`config.mk`:
```
export PLATFORM = sky130hd
export DESIGN_NAME = switch_source_select_decode
export DESIGN_NICKNAME = d
export VERILOG_FILES = /design/src/hw/switch_cfg_pkg.sv /design/src/hw/term_pulse_timer.sv /design/src/hw/switch_source_select_decode.sv
export SDC_FILE = /design/constraint.sdc
export NUM_CORES = 1
export LEC_CHECK = 0
export ABC_AREA = 1
export BUFFER_PORTS_ARGS = -buffer_cell sky130_fd_sc_hd__buf_2
export CAP_MARGIN = 40
export CORE_MARGIN = 3
export CORE_UTILIZATION = 35
export CTS_CLUSTER_SIZE = 14
export DETAILED_ROUTE_END_ITERATION = 16
export SLEW_MARGIN = 20
export SYNTH_ARGS = -nofsm -noshare
export SYNTH_HDL_FRONTEND = slang
export SYNTH_HIERARCHICAL = 1
export SYNTH_SLANG_ARGS = --single-unit
```
`constraint.sdc`:
```
create_clock -name core_clk -period 2.3 [get_ports core_clk]
set_clock_uncertainty 0.05 [all_clocks]
set_input_delay 0.23 -clock core_clk [delete_from_list [all_inputs] [get_ports core_clk]]
set_output_delay 0.23 -clock core_clk [all_outputs]
set_load 0.005 [all_outputs]
```
`src/hw/switch_cfg_pkg.sv`:
```
// constants and carriers for the switch source select decode block
package switch_cfg_pkg;
   // register offsets on the serial register port
   localparam logic [7:0] FAST_MODES_ADDR = 8'h00;
   localparam logic [7:0] AUX_MODES_ADDR  = 8'h01;
   localparam logic [7:0] RX_SET_ADDR     = 8'h10;
   localparam logic [7:0] PULSE_LO_ADDR   = 8'h11;
   localparam logic [7:0] PULSE_HI_ADDR   = 8'h12;
   // reset values
   localparam logic [7:0] FAST_MODES_RST  = 8'h40;
   localparam logic [7:0] AUX_MODES_RST   = 8'h40;
   localparam logic [7:0] RX_SET_RST      = 8'h01;
   localparam logic [7:0] PULSE_LO_RST    = 8'h00;
   localparam logic [7:0] PULSE_HI_RST    = 8'h00;
   // implemented bits, reserved bits read zero
   localparam logic [7:0] MODES_MASK      = 8'h7f;
   localparam logic [7:0] RX_SET_MASK     = 8'h01;
   // field positions
   localparam int         EN_BIT          = 6;
   localparam int         SM_HI           = 5;
   localparam int         SM_LO           = 4;
   localparam int         CH_HI           = 3;
   localparam int         CH_LO           = 0;
   localparam int         TERM_ON_BIT     = 0;
   // switching mode codes
   localparam logic [1:0] MODE_QUAD       = 2'h0;
   localparam logic [1:0] MODE_DUAL       = 2'h1;
   localparam logic [1:0] MODE_SINGLE     = 2'h2;
   localparam logic [1:0] MODE_ILLEGAL    = 2'h3;
   // termination pulse timing
   localparam int         CLK_HZ          = 20_000_000;
   localparam int         PULSE_MS        = 100;
   localparam int         PULSE_CYCLES    = PULSE_MS * (CLK_HZ / 1000);
   localparam int         PULSE_CNT_W     = 21;

   typedef struct packed
   {
      logic       en;
      logic [7:0] addr;
      logic [7:0] data;
   } reg_wr_s;

   typedef struct packed
   {
      logic       en;
      logic [7:0] addr;
   } reg_rd_s;

   // one 16-bit source vector per common auxiliary line
   typedef struct packed
   {
      logic [3:0][15:0] com_sel;
   } aux_route_s;
endpackage : switch_cfg_pkg

```
`src/hw/term_pulse_timer.sv`:
```
// one-shot timer that holds the termination pulse window open
`timescale 1ns/1ps
module term_pulse_timer #(
   parameter int PULSE_CYCLES = switch_cfg_pkg::PULSE_CYCLES
) (
   input  wire logic core_clk,
   input  wire logic rst_b,
   input  wire logic start,
   output logic      busy
);
   localparam logic [switch_cfg_pkg::PULSE_CNT_W-1:0] LOAD =
      switch_cfg_pkg::PULSE_CNT_W'(PULSE_CYCLES - 1);

   logic [switch_cfg_pkg::PULSE_CNT_W-1:0] cnt_r;
   logic [switch_cfg_pkg::PULSE_CNT_W-1:0] cnt_nxt;
   logic                                   busy_nxt;

   // a new start restarts the full window
   assign cnt_nxt  = start ? LOAD : ((cnt_r != '0) ? cnt_r - 1'b1 : cnt_r);
   assign busy_nxt = start | (cnt_r != '0);

   always_ff @(posedge core_clk or negedge rst_b)
   begin
      if (!rst_b)
      begin
         cnt_r <= '0;
         busy  <= 1'b0;
      end
      else
      begin
         cnt_r <= cnt_nxt;
         busy  <= busy_nxt;
      end
   end
endmodule : term_pulse_timer

```
`src/hw/switch_source_select_decode.sv`:
```
// register bank and path select decode for the crosspoint switch
// Contract
// - fast single mode routes one of sixteen channels, A0..D3 by code order.
// - auxiliary enable low opens every auxiliary path; high connects selection.
// - auxiliary mode 00 quad, 01 dual, 10 single.
// - writing 11 to auxiliary mode keeps the previous mode.
// - aux quad uses low two select bits, whole source to four outputs.
// - aux dual: X0nn gives A_n and C_n, X1nn gives B_n and D_n.
// - aux single maps all four select bits to one of sixteen lines.
// - termination bit low disconnects inputs; high connects, subject to pulsing.
// - sixteen-to-one fast mapping only when fast mode holds 10.
// - pulse-enabled channels lose termination for 100 ms after a fast-path source switch; aux writes do not pulse.
`timescale 1ns/1ps
module switch_source_select_decode #(
   parameter int PULSE_CYCLES = switch_cfg_pkg::PULSE_CYCLES
) (
   input  wire logic                        core_clk,
   input  wire logic                        rst_b,
   input  switch_cfg_pkg::reg_wr_s          wr,
   input  switch_cfg_pkg::reg_rd_s          rd,
   output logic [7:0]                       rd_data,
   output logic [15:0]                      fast_sel,
   output switch_cfg_pkg::aux_route_s       aux_route,
   output logic [15:0]                      term_on
);
   ////////////////////////////////////////////////////////////////////////////////
   // functions
   function automatic logic [15:0] onehot16(input logic [3:0] idx);
      onehot16 = 16'h0001 << idx;
   endfunction : onehot16

   // illegal mode code leaves the stored mode alone
   function automatic logic [7:0] merge_modes(input logic [7:0] old_v,
                                              input logic [7:0] new_v);
      logic [1:0] sm;
      sm = new_v[switch_cfg_pkg::SM_HI:switch_cfg_pkg::SM_LO];
      if (sm == switch_cfg_pkg::MODE_ILLEGAL)
         sm = old_v[switch_cfg_pkg::SM_HI:switch_cfg_pkg::SM_LO];
      merge_modes = {1'b0, new_v[switch_cfg_pkg::EN_BIT], sm,
                     new_v[switch_cfg_pkg::CH_HI:switch_cfg_pkg::CH_LO]};
   endfunction : merge_modes

   // channel index A0..D3 to its pulse select bit
   function automatic int pulse_bit(input int chan);
      case (chan / 4)
         0:       pulse_bit = 4 + (chan % 4);
         1:       pulse_bit = chan % 4;
         2:       pulse_bit = 11 - (chan % 4);
         default: pulse_bit = 15 - (chan % 4);
      endcase
   endfunction : pulse_bit

   ////////////////////////////////////////////////////////////////////////////////
   // register bank
   logic [7:0]  fast_modes_r;
   logic [7:0]  aux_modes_r;
   logic [7:0]  rx_set_r;
   logic [15:0] pulse_r;
   logic [7:0]  fast_modes_nxt;
   logic [7:0]  aux_modes_nxt;
   logic [7:0]  rx_set_nxt;
   logic [15:0] pulse_nxt;
   logic        wr_fast;
   logic        wr_aux;
   logic        wr_rx;
   logic        wr_plo;
   logic        wr_phi;

   assign wr_fast        = wr.en && (wr.addr == switch_cfg_pkg::FAST_MODES_ADDR);
   assign wr_aux         = wr.en && (wr.addr == switch_cfg_pkg::AUX_MODES_ADDR);
   assign wr_rx          = wr.en && (wr.addr == switch_cfg_pkg::RX_SET_ADDR);
   assign wr_plo         = wr.en && (wr.addr == switch_cfg_pkg::PULSE_LO_ADDR);
   assign wr_phi         = wr.en && (wr.addr == switch_cfg_pkg::PULSE_HI_ADDR);
   assign fast_modes_nxt = wr_fast ? merge_modes(fast_modes_r, wr.data) : fast_modes_r;
   assign aux_modes_nxt  = wr_aux ? merge_modes(aux_modes_r, wr.data) : aux_modes_r;
   assign rx_set_nxt     = wr_rx ? (wr.data & switch_cfg_pkg::RX_SET_MASK) : rx_set_r;
   assign pulse_nxt      = {wr_phi ? wr.data : pulse_r[15:8],
                            wr_plo ? wr.data : pulse_r[7:0]};

   always_ff @(posedge core_clk or negedge rst_b)
   begin
      if (!rst_b)
      begin
         fast_modes_r <= switch_cfg_pkg::FAST_MODES_RST;
         aux_modes_r  <= switch_cfg_pkg::AUX_MODES_RST;
         rx_set_r     <= switch_cfg_pkg::RX_SET_RST;
         pulse_r      <= {switch_cfg_pkg::PULSE_HI_RST, switch_cfg_pkg::PULSE_LO_RST};
      end
      else
      begin
         fast_modes_r <= fast_modes_nxt;
         aux_modes_r  <= aux_modes_nxt;
         rx_set_r     <= rx_set_nxt;
         pulse_r      <= pulse_nxt;
      end
   end

   ////////////////////////////////////////////////////////////////////////////////
   // read port, registered, unmapped reads zero
   logic [7:0] rd_mux;
   logic [7:0] rd_data_nxt;

   assign rd_mux =
      (rd.addr == switch_cfg_pkg::FAST_MODES_ADDR) ? fast_modes_r :
      (rd.addr == switch_cfg_pkg::AUX_MODES_ADDR)  ? aux_modes_r  :
      (rd.addr == switch_cfg_pkg::RX_SET_ADDR)     ? rx_set_r     :
      (rd.addr == switch_cfg_pkg::PULSE_LO_ADDR)   ? pulse_r[7:0] :
      (rd.addr == switch_cfg_pkg::PULSE_HI_ADDR)   ? pulse_r[15:8] : 8'h00;
   assign rd_data_nxt = rd.en ? rd_mux : rd_data;

   ////////////////////////////////////////////////////////////////////////////////
   // fast switch decode
   logic [1:0]  fast_sm;
   logic [3:0]  fast_ch;
   logic [15:0] fast_dec;
   logic        fast_switch;

   assign fast_sm     = fast_modes_r[switch_cfg_pkg::SM_HI:switch_cfg_pkg::SM_LO];
   assign fast_ch     = fast_modes_r[switch_cfg_pkg::CH_HI:switch_cfg_pkg::CH_LO];
   assign fast_dec    = (fast_sm == switch_cfg_pkg::MODE_SINGLE) ? onehot16(fast_ch)
                        : 16'h0000;
   // a changed mode or source counts as a source switch
   assign fast_switch = wr_fast && (fast_modes_nxt != fast_modes_r);

   ////////////////////////////////////////////////////////////////////////////////
   // auxiliary switch decode
   logic                    aux_en;
   logic [1:0]              low_speed_switch_mode;
   logic [3:0]              low_speed_source_select;
   switch_cfg_pkg::aux_route_s aux_dec;

   assign aux_en = aux_modes_r[switch_cfg_pkg::EN_BIT];
   assign low_speed_switch_mode = aux_modes_r[switch_cfg_pkg::SM_HI:switch_cfg_pkg::SM_LO];
   assign low_speed_source_select = aux_modes_r[switch_cfg_pkg::CH_HI:switch_cfg_pkg::CH_LO];

   genvar k;
   generate
      for (k = 0; k < 4; k++)
      begin : g_com
         localparam logic [1:0] LINE = 2'(k);
         localparam logic       HALF = (k >= 2);
         logic [15:0] quad_v;
         logic [15:0] dual_v;
         logic [15:0] mode_v;
         assign quad_v = onehot16({low_speed_source_select[1:0], LINE});
         assign dual_v = onehot16({HALF, low_speed_source_select[2], low_speed_source_select[1:0]});
         assign mode_v = (low_speed_switch_mode == switch_cfg_pkg::MODE_QUAD)   ? quad_v :
                         (low_speed_switch_mode == switch_cfg_pkg::MODE_DUAL)   ? dual_v :
                         (low_speed_switch_mode == switch_cfg_pkg::MODE_SINGLE) ? onehot16(low_speed_source_select)
                         : 16'h0000;
         assign aux_dec.com_sel[k] = aux_en ? mode_v : 16'h0000;
      end
   endgenerate

   ////////////////////////////////////////////////////////////////////////////////
   // input termination with pulse-off window
   logic        pulse_busy;
   logic [15:0] pulse_chan;
   logic [15:0] term_nxt;

   term_pulse_timer #(
      .PULSE_CYCLES (PULSE_CYCLES)
   ) u_pulse (
      .core_clk (core_clk),
      .rst_b    (rst_b),
      .start    (fast_switch),
      .busy     (pulse_busy)
   );

   genvar c;
   generate
      for (c = 0; c < 16; c++)
      begin : g_term
         assign pulse_chan[c] = pulse_r[pulse_bit(c)];
         assign term_nxt[c]   = rx_set_r[switch_cfg_pkg::TERM_ON_BIT]
                                && !(pulse_chan[c] && pulse_busy);
      end
   endgenerate

   ////////////////////////////////////////////////////////////////////////////////
   // output flops, one cycle behind the registers
   always_ff @(posedge core_clk or negedge rst_b)
   begin
      if (!rst_b)
      begin
         rd_data   <= 8'h00;
         fast_sel  <= 16'h0000;
         aux_route <= '0;
         term_on   <= 16'h0000;
      end
      else
      begin
         rd_data   <= rd_data_nxt;
         fast_sel  <= fast_dec;
         aux_route <= aux_dec;
         term_on   <= term_nxt;
      end
   end
endmodule : switch_source_select_decode

```
==> results.yml <==
status:
  outcome: "finished, final reports clean"
global_routing:
  grt_pass1_wl_mm: 26.3
  grt_pass1_vias: 5083
  grt_max_degree: 55
  grt_antenna_before_repair: 0
  track_usage_pct: 16.7
  grt_overflow_total: 0
route:
  viasPerCell: 4.71
  dr_wl_met3_microns: 796
  remaining_drc_errors: 0
  wl_mm: 15.9
  wl_met2_mm: 7.37
  wire_per_inst_microns: 14.6
  ant_nets: 0
  top_layer_used: "met4"
  drt_iter0_drc: 355
  met1_length_mm: 7.49
  via_count: 5132
  firstDrtPassIters: 5
logic_synthesis:
  synth_edf_count: 0
  synth.area.top_cells: "dfrtp_1, nand2_1, nor2_1"
  synth_top_cell_by_area: "dfrtp_1"
  avgSynthCellArea_sq_um: 8.79
  syn-cell-area_sq_um: 6370
  netlist_instances: 725
  synthesis.nets: 755
  synth.most_common_cell: "dfrtp_1"
  synth_top_area_share_pct: 54.6
  ys_warn_count: 6
  yosysSeqAreaShare_pct: 55.8
  ys.flop_type: "dfrtp_1"
  synth_seq_cells: 142
  synth_common_cells: "dfrtp_1, nand2_1, nor2_1"
  synthArstFlopShare_pct: 100
  synth_cell_type_count: 35
floorplan:
  initial_core_util_pct: 36.3
  die_area_sq_um: 19900
  core.rowCount: 48
  ios: 132
  die_w_microns: 141
  coreArea_sq_um: 17500
  die_h_microns: 141
worst_hold_path:
  holdPathStages: 3
  worstHoldEndpoint: "pulse_r[15]"
  hold_path_class: "input port to register"
  hp-start: "wr[7]"
power_and_ir_drop:
  power.density_nw_per_um2: 776
  vdd_drop_max_mv: 0.484
  total_power_uw: 6030
  power.leakage_uw: 0.00407
worst_setup_path:
  criticalPathCategory: "register to register"
  crit_buf_inv: 3
  cp_slowest_cell: "dfrtp_1"
  reg2reg_to: "u_pulse/cnt_r[1]"
  reg2reg_from: "fast_modes_r[1]"
  path_cells: "inv_1, nand4_1, nand2_1, inv_1, nand2_1, nor2_1, nand2_1, inv_2, nand2_1, nand2_1, nand2_1"
  cpLargestDelayFamily: "simple AND/OR/NAND/NOR gates"
  reg2reg_depth: 11
  cp_max_fo: 17
  crit_path_frequent_cell: "nand2_1"
  cp_slowest_stage_delay_ps: 440
  arrival_ps: 2150
  end_kind: "register"
  cp.required_ps: 2570
  r2r_slack_ps: 420
  critPathLaunchType: "register"
sta:
  setup-violations-final: 0
  rsz0062_at_grt: "no"
  fin_crit_ps: 1880
  tightest_slew_ps: 707
  setup_tns_ps: 0
  drv_slew: 0
  relSlewSlack_pct: 52.7
  max_freq_mhz: 531
  hold_violations: 0
  finalCritPeriodShare_pct: 81.9
place:
  placed_area_sq_um: 7160
  dp_hpwl_mm: 11.7
  portBuffers: 131
  gp_congestion: 0.870
clocking:
  clock_path_buffers: 2
  cts_tree: "done"
  cts_max_level: 4
  cts_sinks: 142
  cts_repair_resize_count: 0
  clk_pin_slew_ps: 60
  clockRootBuffer: "clkbuf_16"
  cts_made_buffers: 17
  clk_latency_ps: 420
finish:
  nets: 881
  drive_gt1_share_pct: 25.7
  area_growth_pct: 21.8
  n_fill_cell: 1750
  fin_area_sq_um: 7760
  antenna_cells: 0
run:
  maxCapViolations: 0
## metal layers
metal | global-route usage (%) | vias to the layer above
met5 | 0 | -
met4 | 5.71 | 0
met3 | 3.70 | 18
met2 | 26.0 | 158
met1 | 23.2 | 2390
li1 | - | 2566
## power breakdown
| part | switching, uW | internal [uW] |
|---|---|---|
| Clock | 1120 | 1610 |
| Combinational | 388 | 188 |
| Sequential | 112 | 2610 |
## worst reg2reg max path: cells and delay by family (launching register included)
family                 cells  cell delay (ps)
buffers and inverters      3              540
flip-flops                 1              440
AND/OR/NAND/NOR            8              730
## registers in the layout, summed over array words and instances, names as in the netlist
register,flops
fast_sel,16
term_on,16
fast_modes_r,8
u_pulse/busy,1
rx_set_r,1
rd_data,8
u_pulse/cnt_r,21
pulse_r,16
aux_route,48
aux_modes_r,7
## kinds of logic after synthesis
family / Yosys count / share of synthesized area (%)
fa+ha+maj: 2 / 0.393
buf+inv: 114 / 8.36
compound gates: 91 / 7.44
xor+xnor: 3 / 0.412
simple gates: 373 / 27.6
flops: 142 / 55.8
## per-stage QoR
step	util, %	std cells	setup slack (ps)	hold WS [ps]
floorplan	-	725	398	-116
global placement	40.8	1056	300	188
detailed placement	40.8	1056	240	191
CTS	44.3	1089	406	23.8
global route	44.3	1089	150	71.5
finish	44.3	1089	417	34.5
## layout make-up
type	instances	area [sq um]	area share (%)
flip-flops and latches	142	3560	45.8
multi-input cells	469	2280	29.4
repair buffers	141	752	9.69
clock buffers	21	470	6.06
inverters	80	300	3.87
well taps	225	282	3.63
clock inverters	11	120	1.55
## worst max path at each step
stage,from,endpoint,depth (start not counted)
finish,fast_modes_r[1],u_pulse/cnt_r[1],11
global placement,wr[13],u_pulse/cnt_r[12],13
CTS,fast_modes_r[1],u_pulse/cnt_r[1],11
floorplan,wr[10],u_pulse/cnt_r[12],14
detailed placement,wr[13],u_pulse/cnt_r[9],13
global route,fast_modes_r[1],u_pulse/cnt_r[10],11
## cell usage in the layout (no fill, tap or decap), drive strengths merged, types with 5 or more instances in the layout
cell | netlist | layout
dfrtp | 139 | 139
nor3 | 13 | 13
a21o | 5 | 5
nand3 | 68 | 68
clkbuf | 8 | 21
a21oi | 42 | 42
nor2 | 134 | 134
o21ai | 41 | 41
inv | 79 | 85
nand4 | 17 | 17
nand2 | 138 | 138
buf | 26 | 140
## repair_timing
action	4_1_cts	5_1_grt
hold buffers	1	0
endpoints found under the setup margin	0	0
endpoints found under the hold margin	49	0
setup buffers	0	0
Note: power is estimated with default switching activity, not from simulation.
